===== src/logic/ibc_pkg.sv =====
/*
 * shared constants of the bus control block: register map, field
 * positions, reset values and frame figures.
 * assumes a 32-bit AXI4-Lite register bus and a two-wire serial bus.
 */
package ibc_pkg;
	localparam int unsigned ADDR_W = 5;

	localparam logic [4:0] OFF_BUS_CONTROL   = 5'h00;
	localparam logic [4:0] OFF_MODE_REGISTER = 5'h04;
	localparam logic [4:0] OFF_DATA_REGISTER = 5'h08;
	localparam logic [4:0] OFF_SLAVE_ADDR    = 5'h0C;
	localparam logic [4:0] OFF_SECOND_ADDR   = 5'h10;

	localparam int unsigned BIT_INTERFACE_ENABLE = 7;
	localparam int unsigned BIT_INTERRUPT_ENABLE = 6;
	localparam int unsigned BIT_MASTER_SELECT    = 5;
	localparam int unsigned BIT_TRANSMIT_SELECT  = 4;
	localparam int unsigned BIT_BUS_BUSY         = 2;
	localparam int unsigned BIT_IRQ_FLAG         = 1;
	localparam int unsigned BIT_START_STOP       = 0;

	localparam logic [7:0] RST_BUS_CONTROL = 8'h00;
	localparam logic [7:0] RST_BYTE        = 8'h00;

	localparam logic [3:0] FRAME_BITS = 4'h9;
	localparam logic [3:0] RW_BIT_NUM = 4'h8;

	localparam logic [1:0] RESP_OKAY   = 2'h0;
	localparam logic [1:0] RESP_SLVERR = 2'h2;

	typedef enum logic [2:0] {
		REG_NONE  = 3'h0,
		REG_CTRL  = 3'h1,
		REG_BYTE  = 3'h2,
		REG_BLOCK = 3'h4
	} ibc_hit_e;
endpackage


===== src/logic/ibc_line_if.sv =====
/*
 * carrier for the bus-line events between the line watcher and the
 * control register block. all signals are on aclk.
 */
`timescale 1ns/1ps
interface ibc_line_if;
	logic enable;
	logic start_det;
	logic stop_det;
	logic scl_rise9;
	logic frame_done;
	logic rw_valid;
	logic rw_bit;
	logic busy;
	logic in_frame;

	modport src (input enable, output start_det, stop_det, scl_rise9, frame_done, rw_valid, rw_bit, busy, in_frame);
	modport dst (output enable, input start_det, stop_det, scl_rise9, frame_done, rw_valid, rw_bit, busy, in_frame);
endinterface


===== src/logic/ibc_bus_control.sv =====
/*
 * bus control register of the two-wire interface with its AXI4-Lite
 * slave, mode decode, hardware mode updates and pin gating.
 * assumes a neighbouring shift engine supplies pin drive requests and
 * the arbitration-lost pulse, and consumes start/stop requests.
 */
// Notes on behaviour
// - interface enable bit 7 connects the module to scl and sda.
// - with enable set, mode and data registers are accessible.
// - with enable clear, module halts, pins released, address registers accessible.
// - interrupt enable bit 6 lets the request flag raise the interrupt.
// - master and transmit bits: 00 slave rx, 01 slave tx, 10 master rx, 11 master tx.
// - losing arbitration as master clears master and transmit bits.
// - slave receive: first frame read/write bit sets the direction.
// - after a hardware mode change, software reads before new master and transmit writes take effect.
// - transmit bit written mid-transfer changes only after the frame and acknowledge.
// - master mode sets the request flag at the ninth clock rising edge.
`timescale 1ns/1ps
module ibc_bus_control (
	input  wire logic        aclk,
	input  wire logic        aresetn,
	input  wire logic [4:0]  s_axi_awaddr,
	input  wire logic        s_axi_awvalid,
	output logic             s_axi_awready,
	input  wire logic [31:0] s_axi_wdata,
	input  wire logic [3:0]  s_axi_wstrb,
	input  wire logic        s_axi_wvalid,
	output logic             s_axi_wready,
	output logic [1:0]       s_axi_bresp,
	output logic             s_axi_bvalid,
	input  wire logic        s_axi_bready,
	input  wire logic [4:0]  s_axi_araddr,
	input  wire logic        s_axi_arvalid,
	output logic             s_axi_arready,
	output logic [31:0]      s_axi_rdata,
	output logic [1:0]       s_axi_rresp,
	output logic             s_axi_rvalid,
	input  wire logic        s_axi_rready,
	input  wire logic        scl_in,
	input  wire logic        sda_in,
	output logic             scl_out,
	output logic             scl_oe,
	output logic             sda_out,
	output logic             sda_oe,
	input  wire logic        core_scl_drive,
	input  wire logic        core_sda_drive,
	input  wire logic        arbitration_lost,
	output logic             start_request,
	output logic             stop_request,
	output logic [1:0]       operating_mode,
	output logic [7:0]       mode_value,
	output logic [7:0]       data_value,
	output logic [7:0]       own_address,
	output logic [7:0]       second_address,
	output logic             irq
);
	typedef struct packed {
		logic        have_aw;
		logic [4:0]  awaddr;
		logic        have_w;
		logic [7:0]  wdata;
		logic        wstrb0;
		logic        bvalid;
		logic [1:0]  bresp;
		logic        rvalid;
		logic [31:0] rdata;
		logic [1:0]  rresp;
		logic        enable;
		logic        int_en;
		logic        master;
		logic        transmit;
		logic        irq_flag;
		logic        hw_changed;
		logic        pend_valid;
		logic        pend_trs;
		logic        start_req;
		logic        stop_req;
		logic        scl_oe;
		logic        sda_oe;
		logic        irq;
		logic [7:0]  mode_r;
		logic [7:0]  data_r;
		logic [7:0]  slave_address_register;
		logic [7:0]  second_slave_address_register;
	} ibc_ctrl_s;

	ibc_ctrl_s s;
	ibc_ctrl_s next_s;
	ibc_line_if line ();

	ibc_line_watch u_watch (
		.aclk    (aclk),
		.aresetn (aresetn),
		.scl_in  (scl_in),
		.sda_in  (sda_in),
		.line    (line.src)
	);

	// which group an address falls in; gating by the enable bit
	function automatic ibc_pkg::ibc_hit_e decode(input logic [4:0] addr);
		case (addr)
			ibc_pkg::OFF_BUS_CONTROL:   decode = ibc_pkg::REG_CTRL;
			ibc_pkg::OFF_MODE_REGISTER: decode = ibc_pkg::REG_BYTE;
			ibc_pkg::OFF_DATA_REGISTER: decode = ibc_pkg::REG_BYTE;
			ibc_pkg::OFF_SLAVE_ADDR:    decode = ibc_pkg::REG_BLOCK;
			ibc_pkg::OFF_SECOND_ADDR:   decode = ibc_pkg::REG_BLOCK;
			default:                    decode = ibc_pkg::REG_NONE;
		endcase
	endfunction

	function automatic logic allowed(input ibc_pkg::ibc_hit_e hit, input logic en);
		case (hit)
			ibc_pkg::REG_CTRL:  allowed = 1'b1;
			ibc_pkg::REG_BYTE:  allowed = en;
			ibc_pkg::REG_BLOCK: allowed = !en;
			default:            allowed = 1'b0;
		endcase
	endfunction

	always_comb begin
		logic [7:0] wd;
		logic [7:0] ctrl;
		wd = s.wdata;
		next_s = s;
		next_s.start_req = 1'b0;
		next_s.stop_req = 1'b0;
		ctrl = {s.enable, s.int_en, s.master, s.transmit, 1'b0, line.busy, s.irq_flag, 1'b1};

		if (s_axi_awvalid && s_axi_awready) begin
			next_s.have_aw = 1'b1;
			next_s.awaddr = s_axi_awaddr;
		end
		if (s_axi_wvalid && s_axi_wready) begin
			next_s.have_w = 1'b1;
			next_s.wdata = s_axi_wdata[7:0];
			next_s.wstrb0 = s_axi_wstrb[0];
		end
		if (s.bvalid && s_axi_bready) begin
			next_s.bvalid = 1'b0;
		end
		if (s.rvalid && s_axi_rready) begin
			next_s.rvalid = 1'b0;
		end

		if (s.have_aw && s.have_w && !s.bvalid) begin
			next_s.have_aw = 1'b0;
			next_s.have_w = 1'b0;
			next_s.bvalid = 1'b1;
			next_s.bresp = allowed(decode(s.awaddr), s.enable) ? ibc_pkg::RESP_OKAY : ibc_pkg::RESP_SLVERR;
			if (allowed(decode(s.awaddr), s.enable) && s.wstrb0) begin
				case (s.awaddr)
					ibc_pkg::OFF_BUS_CONTROL: begin
						next_s.enable = wd[ibc_pkg::BIT_INTERFACE_ENABLE];
						next_s.int_en = wd[ibc_pkg::BIT_INTERRUPT_ENABLE];
						if (!s.hw_changed) begin
							next_s.master = wd[ibc_pkg::BIT_MASTER_SELECT];
							if (line.in_frame && wd[ibc_pkg::BIT_TRANSMIT_SELECT] != s.transmit) begin
								next_s.pend_valid = 1'b1;
								next_s.pend_trs = wd[ibc_pkg::BIT_TRANSMIT_SELECT];
							end else begin
								next_s.pend_valid = 1'b0;
								next_s.transmit = wd[ibc_pkg::BIT_TRANSMIT_SELECT];
							end
						end
						if (!wd[ibc_pkg::BIT_IRQ_FLAG]) begin
							next_s.irq_flag = 1'b0;
						end
						// busy bit is write-locked in slave mode
						if (s.master && s.enable && !wd[ibc_pkg::BIT_START_STOP]) begin
							next_s.start_req = wd[ibc_pkg::BIT_BUS_BUSY] && s.transmit;
							next_s.stop_req = !wd[ibc_pkg::BIT_BUS_BUSY];
						end
					end
					ibc_pkg::OFF_MODE_REGISTER: next_s.mode_r = wd;
					ibc_pkg::OFF_DATA_REGISTER: next_s.data_r = wd;
					ibc_pkg::OFF_SLAVE_ADDR:    next_s.slave_address_register = wd;
					ibc_pkg::OFF_SECOND_ADDR:   next_s.second_slave_address_register = wd;
					default:                    next_s.slave_address_register = s.slave_address_register;
				endcase
			end
		end

		if (s_axi_arvalid && s_axi_arready) begin
			next_s.rvalid = 1'b1;
			next_s.rdata = 32'h0000_0000;
			next_s.rresp = ibc_pkg::RESP_SLVERR;
			if (allowed(decode(s_axi_araddr), s.enable)) begin
				next_s.rresp = ibc_pkg::RESP_OKAY;
				case (s_axi_araddr)
					ibc_pkg::OFF_BUS_CONTROL: begin
						next_s.rdata[7:0] = ctrl;
						next_s.hw_changed = 1'b0;
					end
					ibc_pkg::OFF_MODE_REGISTER: next_s.rdata[7:0] = s.mode_r;
					ibc_pkg::OFF_DATA_REGISTER: next_s.rdata[7:0] = s.data_r;
					ibc_pkg::OFF_SLAVE_ADDR:    next_s.rdata[7:0] = s.slave_address_register;
					ibc_pkg::OFF_SECOND_ADDR:   next_s.rdata[7:0] = s.second_slave_address_register;
					default:                    next_s.rdata[7:0] = 8'h00;
				endcase
			end
		end

		// hardware events follow software so that hardware wins over a write in the same cycle
		if (line.frame_done && s.pend_valid) begin
			next_s.transmit = s.pend_trs;
			next_s.pend_valid = 1'b0;
		end
		if (s.enable && s.master && arbitration_lost) begin
			next_s.master = 1'b0;
			next_s.transmit = 1'b0;
			next_s.pend_valid = 1'b0;
			next_s.hw_changed = 1'b1;
		end
		if (s.enable && !s.master && !s.transmit && line.rw_valid) begin
			next_s.transmit = line.rw_bit;
			next_s.hw_changed = 1'b1;
		end
		if (s.enable && s.master && line.scl_rise9) begin
			next_s.irq_flag = 1'b1;
		end

		// pins released while halted
		next_s.scl_oe = next_s.enable && core_scl_drive;
		next_s.sda_oe = next_s.enable && core_sda_drive;
		next_s.irq = next_s.int_en && next_s.irq_flag;
	end

	always_ff @(posedge aclk) begin
		if (!aresetn) begin
			s <= '0;
		end else begin
			s <= next_s;
		end
	end

	assign line.enable = s.enable;

	assign s_axi_awready = !s.have_aw;
	assign s_axi_wready = !s.have_w;
	assign s_axi_bvalid = s.bvalid;
	assign s_axi_bresp = s.bresp;
	assign s_axi_arready = !s.rvalid;
	assign s_axi_rvalid = s.rvalid;
	assign s_axi_rdata = s.rdata;
	assign s_axi_rresp = s.rresp;
	// open-drain: only ever pulls low
	assign scl_out = 1'b0;
	assign sda_out = 1'b0;
	assign scl_oe = s.scl_oe;
	assign sda_oe = s.sda_oe;
	assign start_request = s.start_req;
	assign stop_request = s.stop_req;
	assign operating_mode = {s.master, s.transmit};
	assign mode_value = s.mode_r;
	assign data_value = s.data_r;
	assign own_address = s.slave_address_register;
	assign second_address = s.second_slave_address_register;
	assign irq = s.irq;
endmodule


===== src/logic/ibc_line_watch.sv =====
/*
 * watches scl and sda: three-stage sampling, start and stop detection,
 * clock counting inside a frame, read/write bit of the first frame.
 * assumes the pins are asynchronous to aclk and far slower than it.
 */
`timescale 1ns/1ps
module ibc_line_watch (
	input  wire logic aclk,
	input  wire logic aresetn,
	input  wire logic scl_in,
	input  wire logic sda_in,
	ibc_line_if.src   line
);
	typedef struct packed {
		logic [2:0] scl_s;
		logic [2:0] sda_s;
		logic       scl_f;
		logic       sda_f;
		logic [3:0] count;
		logic       first;
		logic       busy;
		logic       start_det;
		logic       stop_det;
		logic       scl_rise9;
		logic       frame_done;
		logic       rw_valid;
		logic       rw_bit;
	} ibc_watch_s;

	ibc_watch_s s;
	ibc_watch_s next_s;

	always_comb begin
		next_s = s;
		next_s.scl_s = {s.scl_s[1:0], scl_in};
		next_s.sda_s = {s.sda_s[1:0], sda_in};
		next_s.start_det = 1'b0;
		next_s.stop_det = 1'b0;
		next_s.scl_rise9 = 1'b0;
		next_s.frame_done = 1'b0;
		next_s.rw_valid = 1'b0;
		// a change counts only once stages two and three agree
		if (s.scl_s[1] == s.scl_s[2]) begin
			next_s.scl_f = s.scl_s[2];
		end
		if (s.sda_s[1] == s.sda_s[2]) begin
			next_s.sda_f = s.sda_s[2];
		end
		if (s.scl_f && next_s.scl_f && s.sda_f && !next_s.sda_f) begin
			next_s.start_det = 1'b1;
			next_s.busy = 1'b1;
			next_s.first = 1'b1;
			next_s.count = 4'h0;
		end else if (s.scl_f && next_s.scl_f && !s.sda_f && next_s.sda_f) begin
			next_s.stop_det = 1'b1;
			next_s.busy = 1'b0;
			next_s.first = 1'b0;
			next_s.count = 4'h0;
		end else if (!s.scl_f && next_s.scl_f && s.busy) begin
			next_s.count = s.count + 4'h1;
			if (next_s.count == ibc_pkg::RW_BIT_NUM && s.first) begin
				next_s.rw_valid = 1'b1;
				next_s.rw_bit = next_s.sda_f;
			end
			if (next_s.count == ibc_pkg::FRAME_BITS) begin
				next_s.scl_rise9 = 1'b1;
			end
		end else if (s.scl_f && !next_s.scl_f && s.count == ibc_pkg::FRAME_BITS) begin
			// acknowledge clock has ended: the frame is complete
			next_s.frame_done = 1'b1;
			next_s.first = 1'b0;
			next_s.count = 4'h0;
		end
	end

	always_ff @(posedge aclk) begin
		if (!aresetn || !line.enable) begin
			s <= '0;
			s.scl_s <= 3'h7;
			s.sda_s <= 3'h7;
			s.scl_f <= 1'b1;
			s.sda_f <= 1'b1;
		end else begin
			s <= next_s;
		end
	end

	assign line.start_det = s.start_det;
	assign line.stop_det = s.stop_det;
	assign line.scl_rise9 = s.scl_rise9;
	assign line.frame_done = s.frame_done;
	assign line.rw_valid = s.rw_valid;
	assign line.rw_bit = s.rw_bit;
	assign line.busy = s.busy;
	assign line.in_frame = (s.count != 4'h0);
endmodule


===== config.mk =====
export PLATFORM = sky130hd
export DESIGN_NAME = ibc_bus_control
export DESIGN_NICKNAME = d
export VERILOG_FILES = /design/src/logic/ibc_pkg.sv /design/src/logic/ibc_line_if.sv /design/src/logic/ibc_bus_control.sv /design/src/logic/ibc_line_watch.sv
export SDC_FILE = /design/constraint.sdc
export NUM_CORES = 1
export LEC_CHECK = 0
export ABC_AREA = 1
export ABC_CLOCK_PERIOD_IN_PS = 1200
export BUFFER_PORTS_ARGS = -buffer_cell sky130_fd_sc_hd__buf_2
export CORE_MARGIN = 2
export CORE_UTILIZATION = 47
export CTS_CLUSTER_SIZE = 28
export DETAILED_ROUTE_END_ITERATION = 16
export MAX_ROUTING_LAYER = met4
export PLACE_DENSITY = 0.8
export SLEW_MARGIN = 20
export SYNTH_ARGS = -nofsm -noshare
export SYNTH_HDL_FRONTEND = slang
export SYNTH_SLANG_ARGS = --single-unit

===== constraint.sdc =====
create_clock -name aclk -period 1.2 [get_ports aclk]
set_input_delay 0.24 -clock aclk [delete_from_list [all_inputs] [get_ports aclk]]
set_output_delay 0.24 -clock aclk [all_outputs]
set_load 0.01 [all_outputs]

==> summary.txt <==
Outcome
  – Run status: finished with violations
  – Violations in the final reports: negative setup slack

Power
  – Clk pwr share: a little under two fifths
  – Leak: 0.00308 µW
  – Proportion of power drawn by combinational gates: 11.1%
  – Switching portion of total power: 25.9%
  – Worst vdd rail ir drop: 0.000627 V
  – Switching power of the nets: 1610 µW
  – Int Power: 4600 µW
  – Areal power density over the cells: 1060 nW/µm²
  – Flop pwr share: 50.7%

Synthesis
  – Syn. warnings: 0
  – Cell taking the most area after synthesis: dfxtp_1
  – Multiplexer fraction of the synthesized cell area: 0%
  – Area share of fa/ha/maj cells after synthesis: 1.33%
  – Simple logic cell fraction of the synthesized area: ~31%
  – Top post-synthesis cells by count: nand2_1 (142), nor2_1 (120), dfxtp_1 (91)
  – Top_reg_cell synth: dfxtp_1
  – Main combinational cell family by area after synthesis: simple AND/OR/NAND/NOR gates
  – Unique masters post-synth: 36
  – Compound-cell area share of the yosys netlist: 7.73%
  – Top cells by area in the synthesized netlist: dfxtp_1 (39%), buf_4 (12%), nand2_1 (11%)
  – Average cell area after synthesis: just over 7 µm²
  – Synth Area in XOR/XNOR: 0.560%
  – Sequential-to-total area share from yosys stat: around 39%
  – Post-synth EDFFs: 0
  – Gate count after technology mapping: 663
  – Cell with the most instances after synthesis: nand2_1
  – Portion of synthesized cell area occupied by the leading cell type: around two fifths
  – Yosys reg bits: 91
  – Async set-or-reset flop fraction in the synthesized netlist: 0%
  – Post-synthesis instance area: 4690 µm²

Timing
  – RSZ-0062 raised after global routing: true
  – Max-slew violations: 0
  – Post-Route Setup TNS: -11990 ps
  – Time the worst path needs with I/O delays and setup: 1540 ps
  – Part of the cycle the worst path needs: 128%
  – PnR worst setup slack: -336 ps
  – Hold_ws: 52.0 ps
  – Final setup violation count: 50
  – Final hold violation count: 0
  – FMAX: 651 MHz
  – Final clock skew: 11.8 ps

Layout
  – Filler cell count in the final layout: 876
  – Post-layout nets: 829
  – Area Overhead vs Synth: 25.1%
  – Fraction of final layout cells with drive strength greater than 1: 35.5%
  – Antenna cells: 0

Critical path
  – Crit path capture type: flop
  – Slowest CP cell: dfxtp_2
  – Max FO, Critical Path: 8
  – Startpoint types: flop
  – CP arrival: ~1800 ps
  – WP data required: between 1000 and 1500 ps
  – Setup Crit Path Kind: flop to flop
  – Cell repeated most along the worst path: nor2_1
  – Critical path, cell by cell: nor2_4 -> nand3_2 -> nand2_1 -> nand2_2 -> nand3_4 -> nand3b_2 -> nor2_1 -> nor2_1
  – Delay contributed by the slowest stage of the critical path: 340 ps
  – Slack of the worst reg-to-reg path: -340 ps

Routing
  – Detailed-route wire length: between 10000 and 15000 µm
  – Remaining number of nets flagged by the antenna check after routing: 0
  – Detail-routed via count per cell: 4.80
  – Vias post-DR: 4338
  – Count of TritonRoute iterations in the first routing pass: 5
  – Number of design rule violations left after detail routing: 0
  – Number of DRC violations after detailed-routing iteration 0: 237
  – Average wire per standard cell: 13.3 µm

Floorplanning
  – Height of the chip: 104 µm
  – Floorplan die area: 10800 µm²
  – Placeable Area: between 9000 and 10000 µm²
  – Starting utilization of the core area: around half
  – Horiz. Die Dim: about 100 µm
  – Number of placement rows: 36
  – I/O pins: 140

Clock network
  – H-tree depth reported by CTS: 3
  – Clock slew at reported path FFs: around 100 ps
  – Later-pin clock latency in the skew report: roughly 370 ps
  – TritonCTS buffer count: 9
  – Root cell of the clock tree: clkbuf_8
  – # clock sinks: 91
  – TritonCTS clock tree: built
  – Bufs on Longest Clock Path: 2

Global routing
  – Total Routing Usage GR: 21.0%
  – Initial antenna violation count: 0
  – GR Overflow Total: 0
  – Global-route wire length before repair: 17800 µm
  – Maximum number of pins on one net before global-route repair: 38
  – Vias in the first global route: between 3000 and 4000

Placement
  – Half-perimeter wire length of the detailed placement result: 7980 µm
  – Port Buffer Count: 84
  – Gp weighted congestion: 0.901

Flow run
  – Max-cap check violation count: 0

Worst hold path
  – Class of the most critical hold timing path: input pin to flop
-- worst max-delay path: cells and delay by family (launching register included) --
kind | cells | cell delay (ps)
AND/OR/NAND/NOR | 8 | 1100
flip-flops | 1 | 340
-- placed cells by master, fill, tap and decap left out, types with 4 or more instances in the layout --
master,synthesis,routed
a211oi_2,0,4
a21oi_1,22,17
a21oi_2,3,8
buf_2,4,78
buf_4,72,53
buf_6,5,14
clkbuf_8,0,10
conb_1,1,28
dfxtp_1,91,75
dfxtp_2,0,15
inv_1,85,75
inv_2,1,8
nand2_1,142,130
nand2_2,3,14
nand3_1,26,15
nand3_2,1,11
nand3b_4,5,5
nand4_1,6,6
nor2_1,120,109
nor2_2,1,11
nor2_4,4,5
o21ai_0,29,22
o21ai_1,1,7
o22ai_1,4,4
or2_2,7,7
-- final timing paths --
check | to | start | cells past startpoint
worst max register to register | mode_value[6]$_SDFFE_PN0P_ | s[93]$_SDFFE_PN0P_ | 8
worst min-delay path | s_axi_bvalid$_SDFFE_PN0P_ | s_axi_bready | 2
worst max-delay path | mode_value[6]$_SDFFE_PN0P_ | s[93]$_SDFFE_PN0P_ | 8
worst min register to register | u_watch.next_s[16]$_SDFF_PP1_ | u_watch.next_s[15]$_SDFF_PP1_ | 1
-- sequential cells by signal (all words and copies together), names as in the netlist, 2 cells and up --
register / count
own_address: 8
data_value: 8
s: 21
u_watch.s: 9
u_watch.next_s: 4
mode_value: 8
s_axi_rdata: 8
operating_mode: 2
second_address: 8
-- layout make-up --
class | instances | area, µm² | share of cell area, %
Multi-Input combinational cell | 430 | 2300 | 39.1
Sequential cell | 91 | 1840 | 31.4
Timing Repair Buffer | 148 | 1010 | 17.1
Inverter | 86 | 332 | 5.65
Tap cell | 133 | 166 | 2.83
Clock buffer | 10 | 138 | 2.34
Clock inverter | 6 | 87.6 | 1.49
-- routing by layer --
| layer | global-route usage (%) | share of wire (%) | vias to the layer above |
|---|---|---|---|
| li1 | - | - | 2158 |
| met1 | 26.3 | 42 | 1965 |
| met2 | 33.6 | 48 | 185 |
| met3 | 3.32 | 7.6 | 30 |
| met4 | 9.46 | 2.6 | 0 |
| met5 | - | 0 | - |
-- power by group through the flow --
stage / combinational, µW / clock (µW) / sequential (µW)
CTS: 600 / 2400 / 3140
detailed placement: 557 / 0 / 3210
finish: 688 / 2370 / 3150
floorplan: 383 / 0 / 3190
global route: 746 / 2540 / 3150
global placement: 552 / 0 / 3200
-- cells by family (layout without fill, tap and decap cells) --
| kind of cell | Yosys count | count (layout) |
|---|---|---|
| and+or+nand+nor | 324 | 328 |
| buffers and inverters | 173 | 250 |
| DFF | 91 | 91 |
| AOI/OAI and AO/OA | 66 | 66 |
| adders and majority gates | 5 | 5 |
| xor gates and xnor gates | 3 | 3 |
| other | 1 | 28 |
-- through the flow --
step	utilization (%)	instances	area, µm²	setup WS (ps)	power [µW]
after floorplan	-	690	4810	-124	3570
after global placement	53.3	875	5190	-231	3760
after detailed placement	53.3	875	5190	-280	3760
after CTS	57.5	896	5590	-223	6140
after global routing	60.3	904	5870	-439	6430
final	60.3	904	5870	-336	6210
-- timing repair --
item	in CTS	in global routing
pin swaps	13	22
hold endpoints to repair	0	0
gates resized for setup	40	60
endpoints found under the setup margin	56	69
hold buffers	0	0
buffers inserted	6	6
cloned	0	4
(Power assumes the default switching activity.)
